## src/mpc_pkg.sv

```systemverilog
/*
 * Shared constants for the multifunction pin code map, codes 0x15..0x3b.
 * Assumes one core clock domain and an APB master with 32-bit data.
 */
package mpc_pkg;

   // ------------------------------------------------------------
   // apb register map
   // ------------------------------------------------------------
   localparam logic [11:0] PIN_CFG_BASE  = 12'h000; // one word per pin, stride 4
   localparam logic [11:0] IRQ_STAT_ADDR = 12'h040;
   localparam logic [11:0] IRQ_MASK_ADDR = 12'h044;
   localparam logic [11:0] CTRL_ST_ADDR  = 12'h048;
   localparam logic [11:0] PIN_LVL_ADDR  = 12'h04c;

   // ------------------------------------------------------------
   // pin function word layout
   // ------------------------------------------------------------
   localparam int          CFG_W        = 10;
   localparam int          CFG_CODE_MSB = 6;
   localparam int          CFG_OE_BIT   = 7;
   localparam int          CFG_OR_BIT   = 9;    // combine code bit 1: or-type
   localparam int          CFG_INV_BIT  = 8;    // combine code bit 0: inverted
   localparam logic [9:0]  CFG_RESET    = 10'h000;
   localparam logic [7:0]  IRQ_RESET    = 8'h00;

   // ------------------------------------------------------------
   // control codes
   // ------------------------------------------------------------
   localparam logic [6:0]  CODE_FAULT    = 7'h20; // 0x20..0x23
   localparam logic [6:0]  CODE_TIMEOUT  = 7'h28; // 0x28..0x2b
   localparam int          NUM_CTRL      = 8;

   // ------------------------------------------------------------
   // status codes
   // ------------------------------------------------------------
   localparam logic [6:0]  CODE_RESYNC_A  = 7'h1c;
   localparam logic [6:0]  CODE_RESYNC_AA = 7'h1d;
   localparam logic [6:0]  CODE_RESYNC_B  = 7'h1e;
   localparam logic [6:0]  CODE_RESYNC_BB = 7'h1f;
   localparam logic [6:0]  CODE_FAULTED   = 7'h20; // 0x20..0x23
   localparam logic [6:0]  CODE_VALID     = 7'h24; // 0x24..0x27
   localparam logic [6:0]  CODE_ACTIVE    = 7'h28; // 0x28..0x2b
   localparam logic [6:0]  CODE_LOCK      = 7'h30; // 0x30..0x33
   localparam logic [6:0]  CODE_LOOP_ACT  = 7'h34;
   localparam logic [6:0]  CODE_STATE     = 7'h35; // 0x35..0x37
   localparam logic [6:0]  CODE_TW_AVAIL  = 7'h38;
   localparam logic [6:0]  CODE_TW_UPD    = 7'h39;
   localparam logic [6:0]  CODE_CLAMP     = 7'h3a;
   localparam logic [6:0]  CODE_SLEW      = 7'h3b;
   localparam logic [6:0]  CODE_UNUSED    = 7'h15;

   // ------------------------------------------------------------
   // source bit positions
   // ------------------------------------------------------------
   localparam int RESYNC_LO_BIT = 3;
   localparam int RESYNC_HI_BIT = 7;
   localparam int FAULTED_BIT   = 3;
   localparam int VALID_BIT     = 4;
   localparam int TW_UPD_BIT    = 2;
   localparam int LOOP_ACT_MSB  = 5;

endpackage

```

## src/mpc_pin_map.sv

```systemverilog
/*
 * Multifunction pin code map for codes 0x15..0x3b with APB registers.
 * Assumes pins come from board logic (synchronised here), flags from core logic.
 */
// Design decisions made here: the register addresses and the APB slave port.
`timescale 1ns/1ps
// What this block does
// a pin whose output-enable bit is zero is a control input using its 7-bit code.
// control pins sharing a function OR their or-type terms first, then AND the rest.
// a lone control pin applies directly under combine 00/10 and inverted under 01/11.
// status codes 0x1c-0x1f show the reference divider-resync flags.
// control codes 0x20-0x23 drive the per-reference forced-fault bits.
// status codes 0x20-0x23 show each reference's faulted flag.
// status codes 0x24-0x27 show each reference's valid flag.
// control codes 0x28-0x2b request early end of validation per reference.
// an early-validation request only acts on a reference that is faulted.
// status codes 0x28-0x2b show a combined reference-active indication.
// status codes 0x30-0x33 show loop 0 phase, frequency, analog lock and calibration.
// status code 0x34 shows loop 0 active as the OR of six bits.
// status codes 0x35-0x37 show loop 0 freerun, holdover and switching.
// status codes 0x38, 0x3a, 0x3b show history available, clamped and slew limited.
// status code 0x39 shows the loop 0 history-updated event flag.
// unassigned control codes do nothing and unassigned status codes drive low.
module mpc_pin_map
#(
   parameter int NPIN = 7
)(
   // clock and reset
   input  wire logic                  clk,
   input  wire logic                  srst,
   // apb slave
   input  wire logic                  psel,
   input  wire logic                  penable,
   input  wire logic                  pwrite,
   input  wire logic [11:0]           paddr,
   input  wire logic [31:0]           pwdata,
   output logic                       pready,
   output logic [31:0]                prdata,
   output logic                       pslverr,
   // multifunction pins
   input  wire logic [NPIN-1:0]       pinIn,
   output logic [NPIN-1:0]            pinOut,
   output logic [NPIN-1:0]            pinOe,
   // internal status sources
   input  wire logic [7:0]            resyncLo,
   input  wire logic [7:0]            resyncHi,
   input  wire logic [3:0][7:0]       refStatus,
   input  wire logic [7:0]            loop0Lock,
   input  wire logic [7:0]            loop0Active,
   input  wire logic [7:0]            loop0State,
   input  wire logic [7:0]            loop0Tune,
   input  wire logic [7:0]            loop0Event,
   // internal control destinations
   output logic [3:0]                 forcedFault,
   output logic [3:0]                 validateReq,
   // interrupt
   output logic                       irq
);
   import mpc_pkg::*;

   // ------------------------------------------------------------
   // declarations
   // ------------------------------------------------------------
   logic [CFG_W-1:0]    cfg [NPIN];
   logic [NPIN-1:0]     pinMeta;
   logic [NPIN-1:0]     pinSync;
   logic [NPIN-1:0]     statusFlag;
   logic [NUM_CTRL-1:0] ctrlHit;
   logic [NUM_CTRL-1:0] ctrlVal;
   logic [7:0]          irqStat;
   logic [7:0]          irqMask;
   logic [7:0]          irqEvent;
   logic [7:0]          ctrlPrev;
   logic                access;
   logic                wrStrobe;
   logic                mapped;
   logic [31:0]         next_rdata;
   logic [NPIN-1:0]     cfgSel;
   logic                fault0Alone;
   logic                fault0AndKill;

   // ------------------------------------------------------------
   // apb slave, one wait state
   // ------------------------------------------------------------
   assign access   = psel & penable;
   assign wrStrobe = access & pready & pwrite;

   // per-pin word decode
   always_comb begin
      cfgSel = '0;
      for (int i = 0; i < NPIN; i++) begin
         cfgSel[i] = (paddr == PIN_CFG_BASE + 12'(4 * i));
      end
   end

   // read mux; unmapped words read zero and flag an error
   always_comb begin
      next_rdata = 32'h0000_0000;
      mapped     = 1'b1;
      if (|cfgSel) begin
         for (int i = 0; i < NPIN; i++) begin
            if (cfgSel[i]) begin
               next_rdata = {22'h00_0000, cfg[i]};
            end
         end
      end else if (paddr == IRQ_STAT_ADDR) begin
         next_rdata = {24'h00_0000, irqStat};
      end else if (paddr == IRQ_MASK_ADDR) begin
         next_rdata = {24'h00_0000, irqMask};
      end else if (paddr == CTRL_ST_ADDR) begin
         next_rdata = {24'h00_0000, validateReq, forcedFault};
      end else if (paddr == PIN_LVL_ADDR) begin
         next_rdata = {16'h0000, 8'(pinOut), 8'(pinSync)};
      end else begin
         mapped = 1'b0;
      end
   end

   // answer one cycle after the access phase opens
   always_ff @(posedge clk) begin
      if (srst) begin
         pready  <= 1'b0;
         prdata  <= 32'h0000_0000;
         pslverr <= 1'b0;
      end else begin
         pready  <= access & ~pready;
         pslverr <= access & ~pready & ~mapped;
         if (access & ~pready & ~pwrite) begin
            prdata <= next_rdata;
         end
      end
   end

   // pin function words
   always_ff @(posedge clk) begin
      if (srst) begin
         for (int i = 0; i < NPIN; i++) begin
            cfg[i] <= CFG_RESET;
         end
      end else begin
         for (int i = 0; i < NPIN; i++) begin
            if (wrStrobe && cfgSel[i]) begin
               cfg[i] <= pwdata[CFG_W-1:0];
            end
         end
      end
   end

   // ------------------------------------------------------------
   // pin input synchroniser
   // ------------------------------------------------------------
   // board logic is asynchronous to the core clock
   always_ff @(posedge clk) begin
      if (srst) begin
         pinMeta <= '0;
         pinSync <= '0;
      end else begin
         pinMeta <= pinIn;
         pinSync <= pinMeta;
      end
   end

   // ------------------------------------------------------------
   // control combine, one network per control function
   // ------------------------------------------------------------
   for (genvar f = 0; f < NUM_CTRL; f++) begin : g_ctrl
      localparam logic [6:0] FCODE = (f < 4) ? CODE_FAULT + 7'(f) : CODE_TIMEOUT + 7'(f - 4);
      logic orSeen;
      logic orTerm;
      logic andTerm;
      logic lvl;
      // R02 or-group first, then and-group
      always_comb begin
         orSeen     = 1'b0;
         orTerm     = 1'b0;
         andTerm    = 1'b1;
         lvl        = 1'b0;
         ctrlHit[f] = 1'b0;
         for (int i = 0; i < NPIN; i++) begin
            // oe low means control input
            if (!cfg[i][CFG_OE_BIT] && cfg[i][CFG_CODE_MSB:0] == FCODE) begin
               // combine bit 0 inverts
               lvl        = pinSync[i] ^ cfg[i][CFG_INV_BIT];
               ctrlHit[f] = 1'b1;
               if (cfg[i][CFG_OR_BIT]) begin
                  orSeen = 1'b1;
                  orTerm = orTerm | lvl;
               end else begin
                  andTerm = andTerm & lvl;
               end
            end
         end
         // no assigned pin leaves the bit clear
         ctrlVal[f] = ctrlHit[f] & andTerm & (orTerm | ~orSeen);
      end
   end

   // forced fault and R08 early validation, gated by R09
   always_ff @(posedge clk) begin
      if (srst) begin
         forcedFault <= 4'h0;
         validateReq <= 4'h0;
      end else begin
         forcedFault <= ctrlVal[3:0];
         for (int r = 0; r < 4; r++) begin
            validateReq[r] <= ctrlVal[4 + r] & refStatus[r][FAULTED_BIT];
         end
      end
   end

   // ------------------------------------------------------------
   // status pin drivers
   // ------------------------------------------------------------
   for (genvar p = 0; p < NPIN; p++) begin : g_stat
      mpc_status_sel u_sel (
         .code        (cfg[p][CFG_CODE_MSB:0]),
         .resyncLo    (resyncLo),
         .resyncHi    (resyncHi),
         .refStatus   (refStatus),
         .loop0Lock   (loop0Lock),
         .loop0Active (loop0Active),
         .loop0State  (loop0State),
         .loop0Tune   (loop0Tune),
         .loop0Event  (loop0Event),
         .flag        (statusFlag[p])
      );
   end

   // pin drives only with oe set; register keeps the pad glitch free
   always_ff @(posedge clk) begin
      if (srst) begin
         pinOut <= '0;
         pinOe  <= '0;
      end else begin
         for (int i = 0; i < NPIN; i++) begin
            pinOe[i]  <= cfg[i][CFG_OE_BIT];
            pinOut[i] <= cfg[i][CFG_OE_BIT] & statusFlag[i];
         end
      end
   end

   // ------------------------------------------------------------
   // interrupts: rising edges of the control outputs
   // ------------------------------------------------------------
   assign irqEvent = {validateReq, forcedFault} & ~ctrlPrev;

   // sticky status, write one to clear; a new event beats the clear
   always_ff @(posedge clk) begin
      if (srst) begin
         ctrlPrev <= IRQ_RESET;
         irqStat  <= IRQ_RESET;
         irqMask  <= IRQ_RESET;
         irq      <= 1'b0;
      end else begin
         ctrlPrev <= {validateReq, forcedFault};
         if (wrStrobe && paddr == IRQ_STAT_ADDR) begin
            irqStat <= (irqStat & ~pwdata[7:0]) | irqEvent;
         end else begin
            irqStat <= irqStat | irqEvent;
         end
         if (wrStrobe && paddr == IRQ_MASK_ADDR) begin
            irqMask <= pwdata[7:0];
         end
         irq <= |(irqStat & irqMask);
      end
   end

   // ------------------------------------------------------------
   // assertions
   // ------------------------------------------------------------
   // helpers: pin 0 the only pin on fault 0, or an and-type pin holding it off
   always_comb begin
      fault0Alone   = !cfg[0][CFG_OE_BIT] && cfg[0][CFG_CODE_MSB:0] == CODE_FAULT;
      fault0AndKill = 1'b0;
      for (int i = 0; i < NPIN; i++) begin
         if (!cfg[i][CFG_OE_BIT] && cfg[i][CFG_CODE_MSB:0] == CODE_FAULT) begin
            if (i != 0) begin
               fault0Alone = 1'b0;
            end
            if (!cfg[i][CFG_OR_BIT] && !(pinSync[i] ^ cfg[i][CFG_INV_BIT])) begin
               fault0AndKill = 1'b1;
            end
         end
      end
   end
endmodule

```

## src/mpc_status_sel.sv

```systemverilog
/*
 * Status selector: maps one 7-bit function code to one status flag.
 * Assumes all source flags are on the core clock; output is combinational.
 */
`timescale 1ns/1ps
module mpc_status_sel
(
   // selected code
   input  wire logic [6:0]      code,
   // reference input flags
   input  wire logic [7:0]      resyncLo,
   input  wire logic [7:0]      resyncHi,
   input  wire logic [3:0][7:0] refStatus,
   // digital_loop_0 flags
   input  wire logic [7:0]      loop0Lock,
   input  wire logic [7:0]      loop0Active,
   input  wire logic [7:0]      loop0State,
   input  wire logic [7:0]      loop0Tune,
   input  wire logic [7:0]      loop0Event,
   // chosen flag
   output logic                 flag
);
   import mpc_pkg::*;

   logic [1:0] sub;

   // low two code bits pick the reference input or the flag within a group
   assign sub = code[1:0];

   // one code, one flag; anything unlisted reads low
   always_comb begin
      flag = 1'b0;
      case (code)
         // resync flags
         CODE_RESYNC_A:  flag = resyncLo[RESYNC_LO_BIT];
         CODE_RESYNC_AA: flag = resyncLo[RESYNC_HI_BIT];
         CODE_RESYNC_B:  flag = resyncHi[RESYNC_LO_BIT];
         CODE_RESYNC_BB: flag = resyncHi[RESYNC_HI_BIT];
         // faulted flags
         CODE_FAULTED, CODE_FAULTED + 7'h01, CODE_FAULTED + 7'h02, CODE_FAULTED + 7'h03: begin
            flag = refStatus[sub][FAULTED_BIT];
         end
         // valid flags
         CODE_VALID, CODE_VALID + 7'h01, CODE_VALID + 7'h02, CODE_VALID + 7'h03: begin
            flag = refStatus[sub][VALID_BIT];
         end
         // active: valid and not faulted
         CODE_ACTIVE, CODE_ACTIVE + 7'h01, CODE_ACTIVE + 7'h02, CODE_ACTIVE + 7'h03: begin
            flag = refStatus[sub][VALID_BIT] & ~refStatus[sub][FAULTED_BIT];
         end
         // lock and calibration flags, bits 1 to 4
         CODE_LOCK, CODE_LOCK + 7'h01, CODE_LOCK + 7'h02, CODE_LOCK + 7'h03: begin
            flag = loop0Lock[3'({1'b0, sub}) + 3'd1];
         end
         // loop active
         CODE_LOOP_ACT: flag = |loop0Active[LOOP_ACT_MSB:0];
         // freerun, holdover, switching
         CODE_STATE, CODE_STATE + 7'h01, CODE_STATE + 7'h02: begin
            flag = loop0State[sub - 2'd1];
         end
         // tuning-word history, clamp, slew
         CODE_TW_AVAIL: flag = loop0Tune[0];
         CODE_CLAMP:    flag = loop0Tune[1];
         CODE_SLEW:     flag = loop0Tune[2];
         // history-updated event
         CODE_TW_UPD:   flag = loop0Event[TW_UPD_BIT];
         // unassigned status stays low
         default:       flag = 1'b0;
      endcase
   end

endmodule

```

## config.mk

```make
export PLATFORM = sky130hd
export DESIGN_NAME = mpc_pin_map
export DESIGN_NICKNAME = d
export VERILOG_FILES = /design/src/mpc_pkg.sv /design/src/mpc_pin_map.sv /design/src/mpc_status_sel.sv
export SDC_FILE = /design/constraint.sdc
export NUM_CORES = 1
export LEC_CHECK = 0
export BUFFER_PORTS_ARGS = -buffer_cell sky130_fd_sc_hd__buf_2
export CORE_MARGIN = 2
export CORE_UTILIZATION = 40
export DETAILED_ROUTE_END_ITERATION = 10
export PLACE_DENSITY = 0.67
export SETUP_SLACK_MARGIN = 0.4
export SYNTH_ARGS = -nofsm -noshare
export SYNTH_HDL_FRONTEND = slang
export SYNTH_HIERARCHICAL = 1
export SYNTH_SLANG_ARGS = --single-unit
```

## constraint.sdc

```tcl
create_clock -name clk -period 2.21 [get_ports clk]
set_input_delay 0 -clock clk [delete_from_list [all_inputs] [get_ports clk]]
set_output_delay 0 -clock clk [all_outputs]
set_load 0.01 [all_outputs]
```

==> After elaboration in Yosys (flattened, before gate mapping) <==
Memories as Yosys holds them, arrays and structs flattened.
Index checks and enable logic that the tools add are counted.
{ "word_totals": {"ff_bits": 95, "ram_bits": 70, "out_inout_bits": 57, "word_cells": 1017, "mem_count": 1} }
{ "memory_table": {"columns": ["memory", "depth", "width", "read_ports", "rd_clocked_by_memory_dff", "write_ports", "line_no", "text"], "rows": [
  ["cfg", 7, 10, 7, 0, 7, "mpc_pin_map.sv:64", "logic [CFG_W-1:0] cfg [NPIN];"]
]} }
{ "classes": {"addsub": 14, "magnitude_cmp": 21, "eq_ne": 206, "n_mux": 468, "bitwise": 183, "reduce_logical": 111} }
{ "ops": {"columns": ["op", "n"], "rows": [
  ["7-bit by 6-bit == test with 1-bit output, second input constant", 168],
  ["1-bit two-way mux", 413],
  ["32-bit two-way mux", 7],
  ["7-bit by 5-bit == test with 1-bit output, second input constant", 28],
  ["8-bit binary-select mux with 2-bit select", 7],
  ["4-bit OR reduction", 28],
  ["1-bit one-hot mux with 14 select lines", 7],
  ["1-bit bitwise AND", 88],
  ["10-bit two-way mux", 8],
  ["1-bit logical AND", 65],
  ["1-bit OR", 63],
  ["15-bit two-way mux", 4],
  ["12-bit by 7-bit == test with 1-bit output, second input constant", 4],
  ["12-bit by 5-bit == test with 1-bit output, second input constant", 3],
  ["5-bit two-way mux", 7],
  ["2-bit by 4-bit less-than comparator with 1-bit output, second input constant", 7],
  ["3-bit by 4-bit less-than comparator with 1-bit output, second input constant", 7],
  ["8-bit bitwise AND", 3],
  ["12-bit by 4-bit == test with 1-bit output, second input constant", 2],
  ["2-bit by 1-bit adder with 3-bit output, second input constant", 7],
  ["1-bit binary-select mux with 3-bit select", 7],
  ["2-bit by 3-bit less-than comparator with 1-bit output, second input constant", 7],
  ["3-bit OR reduction", 7],
  ["1-bit inverter", 18],
  ["other kinds (12)", 38]
]} }

==> Longest topological paths before layout <==
An unclocked memory read counts as a cell.
{ "depth": {"word_depth": 25, "mapped_depth": 9} }

==> Hierarchy <==
The synthesis kept the hierarchy.
{ "modules_own_cells": {"columns": ["mod", "n_inst", "cells_per_inst", "area_per_inst_um2", "seq_area_each_um2"], "rows": [
  ["mpc_pin_map", 1, 935, 8216.6, 3663.5],
  ["mpc_status_sel", 7, 44, 431.7, 0.0]
]} }

==> Worst setup path before layout <==
OpenSTA, ideal clock, no wires.
{ "synth_timing": {"path_kind": "reg-to-reg", "startpoint": "memory cfg[1][6]", "endpoint": "register validateReq[0]", "arrival_ns": 2.116, "setup_slack_ns": -0.009, "path_stages_with_launch": 7, "period_less_slack_ns": 2.219, "cell_sequence": "edfxtp_1 > or4b_4 > or4b_4 > o22ai_2 > a221oi_2 > o211a_1 > a2111oi_2"} }
{ "synth_lines": {"columns": ["item", "line_no", "text"], "rows": [
  ["start, declared", "mpc_pin_map.sv:64", null],
  ["end signal, assigned by index", "mpc_pin_map.sv:206", "validateReq[r] <= ctrlVal[4 + r] & refStatus[r][FAULTED_BIT];"],
  ["end, declared", "mpc_pin_map.sv:55", "output logic [3:0] validateReq,"]
]} }

==> flow_metrics.py <==
metrics = {
    "critical_path": {
        "slowest_delay_ns": 0.59,
        "r2r_end": "validateReq[0]$_SDFF_PP0_",
        "worst-setup-path-type": "reg2reg",
        "cp-start-kind": "flop",
        "r2r-start": "cfg[1][7]$_SDFFCE_PN0P_",
        "required_ns": 2.55,
        "critPathMaxFanout": 3,
        "slowest_stage": "or4b_4",
        "critical_path.cell_chain": "or4b_4, or4b_4, buf_6, o22ai_4, a221oi_2, o211a_1, a2111oi_2",
        "crit_end": "validateReq[0]$_SDFF_PP0_",
        "critPathCaptureType": "flop",
        "r2r_cells": 7,
        "cpMostUsedCell": "or4b_4",
        "r2r_slack_ns": -0.16,
        "cp-startpoint": "cfg[1][7]$_SDFFCE_PN0P_",
        "crit_arrival_ns": 2.70,
    },
    "timing": {
        "max_slew_margin_pct": 41.7,
        "final.setup_skew_ns": 0.0190,
        "fin_ws_ns": -0.157,
        "setup_viol": 5,
        "fin_crit_sh_pct": 107,
        "max_freq_mhz": 422,
        "rsz0062_at_grt": "true",
        "fin_crit_ns": 2.37,
        "worst_slew_pin_slew_ns": 0.872,
        "tns_ns": -0.500,
        "drv_slew": 0,
        "finalHoldViolCount": 0,
    },
    "power_and_ir_drop": {
        "max-vdd-ir-drop_mv": 0.667,
        "power.leakage_nw": 6.16,
        "p_per_area_mw_per_mm2": 477,
    },
    "synth": {
        "yosys.area.top_type_share_pct": 18.7,
        "async_reset_ff_share_pct": 0,
        "synth_cell_types": 77,
        "synthesis.area_mm2": 0.0112,
        "synth_area_leaders": "edfxtp_1 (19%), dfxtp_1 (14%), nor2_1 (5.2%)",
        "ys_seq_area_share_pct": 32.6,
        "synth_warnings": 6,
        "yosys_most_used_dff": "dfxtp_1",
        "syn_area_per_cell_um2": 9.04,
        "yosysTopAreaCell": "edfxtp_1",
        "syn-instance-count": 1243,
        "synth_edf_count": 70,
        "synth-seq-cells": 148,
    },
    "clock_tree": {
        "cts_buffer_depth": 2,
        "htreeDepth": 4,
        "numClockSinks": 148,
        "clk_latency_ns": 0.45,
        "clock_tree.root_cell": "clkbuf_16",
        "clk_pin_slew_ns": 0.08,
        "cts_tree": "built",
        "cts_buffers": 17,
    },
    "final_layout": {
        "nNetsFinal": 1794,
        "area_growth_pct": 43.7,
        "layout-drive-gt1-share_pct": 40.2,
        "fin_util_pct": 58.3,
    },
    "detailed_routing": {
        "viasPerCell": 6.37,
        "wire_per_inst_um": 26.5,
        "drc": 0,
        "firstDrtPassIters": 5,
        "vias": 12821,
        "routed_wl_um": 53500,
        "drtAntennaViolNets": 0,
        "drt_iter0_drc": 1694,
    },
    "placed_design": {
        "gp_congestion": 1.02,
        "dp_hpwl_um": 40100,
        "io_buffers": 107,
        "dp_slack_ns": -0.251,
    },
    "global_route": {
        "grt_util_all_layers_pct": 35.7,
        "grt_overflow": 0,
        "grt_pass1_wl_um": 77000,
        "grt_max_degree": 34,
        "antenna_found_initial": 1,
        "grt_pass1_vias": 12423,
    },
    "outcome": {
        "outcome": "finished, violations left",
        "violations": "negative setup slack",
    },
    "floorplanning": {
        "coreArea_mm2": 0.0277,
        "num_rows": 61,
        "ios": 201,
        "dieArea_mm2": 0.0295,
        "die_width_um": 172,
        "fp.dieH_um": 172,
        "start_util_pct": 40.6,
    },
    "flow_run": {
        "drv_cap": 0,
    },
    "worst_hold_path": {
        "min_path_type": "in2reg",
    },
}
worst min path at each step:
| stage | endpoint | start | slack [ns] | cells after the start |
|---|---|---|---|---|
| final | validateReq[3]$_SDFF_PP0_ | refStatus[27] | 0.08 | 4 |
| after global routing | validateReq[3]$_SDFF_PP0_ | refStatus[27] | 0.08 | 4 |
| after CTS | validateReq[3]$_SDFF_PP0_ | refStatus[27] | 0.04 | 4 |
| after detailed placement | pinMeta[0]$_SDFF_PP0_ | pinIn[0] | 0.22 | 2 |
| after global placement | pinMeta[5]$_SDFF_PP0_ | pinIn[5] | 0.21 | 2 |
| after floorplan | pinMeta[0]$_SDFF_PP0_ | pinIn[0] | 0.13 | 1 |
power breakdown:
part           switching [W]  internal, W
combinational       0.000913     0.000653
sequential         0.0000814      0.00294
clock                0.00131      0.00180
placed cells by master (no fill, tap or decap), types with 18 or more instances in the layout:
master,synthesis,routed
buf_4,17,264
nor2_1,156,150
buf_2,2,107
dfxtp_1,78,78
edfxtp_1,70,70
nand2_1,72,67
nand2b_1,50,47
nor2b_1,45,44
a21oi_1,38,38
nand3_1,44,36
inv_1,50,36
o21ai_0,35,32
a22oi_1,43,31
mux2i_1,29,29
o22ai_1,36,28
nor3_1,32,23
buf_6,7,18
worst max-delay path, delay by kind of cell, from the launching register on:
kind	cells	cell delay (ns)
AOI/OAI and AO/OA	4	0.56
buffers and inverters	1	0.15
DFF	1	0.40
and+or+nand+nor	2	1.16
metrics by stage:
stage	area (um^2)	std cells	hold WS (ns)	power, W
CTS	15700	2001	0.0441	0.00757
global route	16200	2013	0.0848	0.00785
floorplan	11500	1259	0.128	0.00374
detailed placement	14000	1914	0.215	0.00438
finish	16200	2014	0.0772	0.00770
global placement	14000	1914	0.210	0.00437
sequential cells by signal (all words and copies together), names as in the netlist:
register / flops
cfg: 70
ctrlPrev: 8
forcedFault: 4
irq: 1
irqMask: 8
irqStat: 8
pinMeta: 7
pinOe: 7
pinOut: 7
pinSync: 7
prdata: 15
pready: 1
pslverr: 1
validateReq: 4
synth_stat cells (36+ instances only):
library cell,instances
a22oi_1,43
o22ai_1,36
dfxtp_1,78
inv_1,50
nand2b_1,50
clkbuf_1,42
nand2_1,72
nand3_1,44
edfxtp_1,70
nor2b_1,45
a21oi_1,38
nor2_1,156
layer usage:
metal  GRT usage, %  share of wire, %  routed length [um]  up-vias
li1               -                 -                   -     5567
met1           45.2                38               20300     6191
met2           56.3                45               24100      864
met3           7.13                10                5430      199
met4           21.3               6.8                3660        0
met5              0                 0                   0        -
final cells by class:
| class | instances | area, um^2 |
|---|---|---|
| Antenna cell | 1 | 2.50 |
| Sequential cell | 148 | 3660 |
| Clock inverter | 13 | 174 |
| Multi-Input combinational cell | 990 | 8120 |
| Timing Repair Buffer | 414 | 3070 |
| Fill cell | 2439 | 11600 |
| Tap cell | 378 | 473 |
| Clock buffer | 19 | 433 |
| Inverter | 51 | 219 |
kinds of logic after synthesis:
family / count (synthesis) / synth area share (%)
buffers and inverters: 122 / 5.13
adder cells (fa/ha/maj): 28 / 3.12
AO/OA/AOI/OAI: 324 / 22.4
multiplexers: 57 / 7.96
other: 1 / 0.0334
AND/OR/NAND/NOR: 556 / 28.2
flip-flops: 148 / 32.6
XOR/XNOR: 7 / 0.546
timing repair:
action,4_1_cts,5_1_grt
setup endpoints to repair,56,147
buffers inserted,36,11
endpoints found under the hold margin,25,0
gates resized for setup,114,76
cloned,2,1
hold buffers,17,0
pin swaps,51,27
Note: power is estimated with default switching activity, not from simulation.
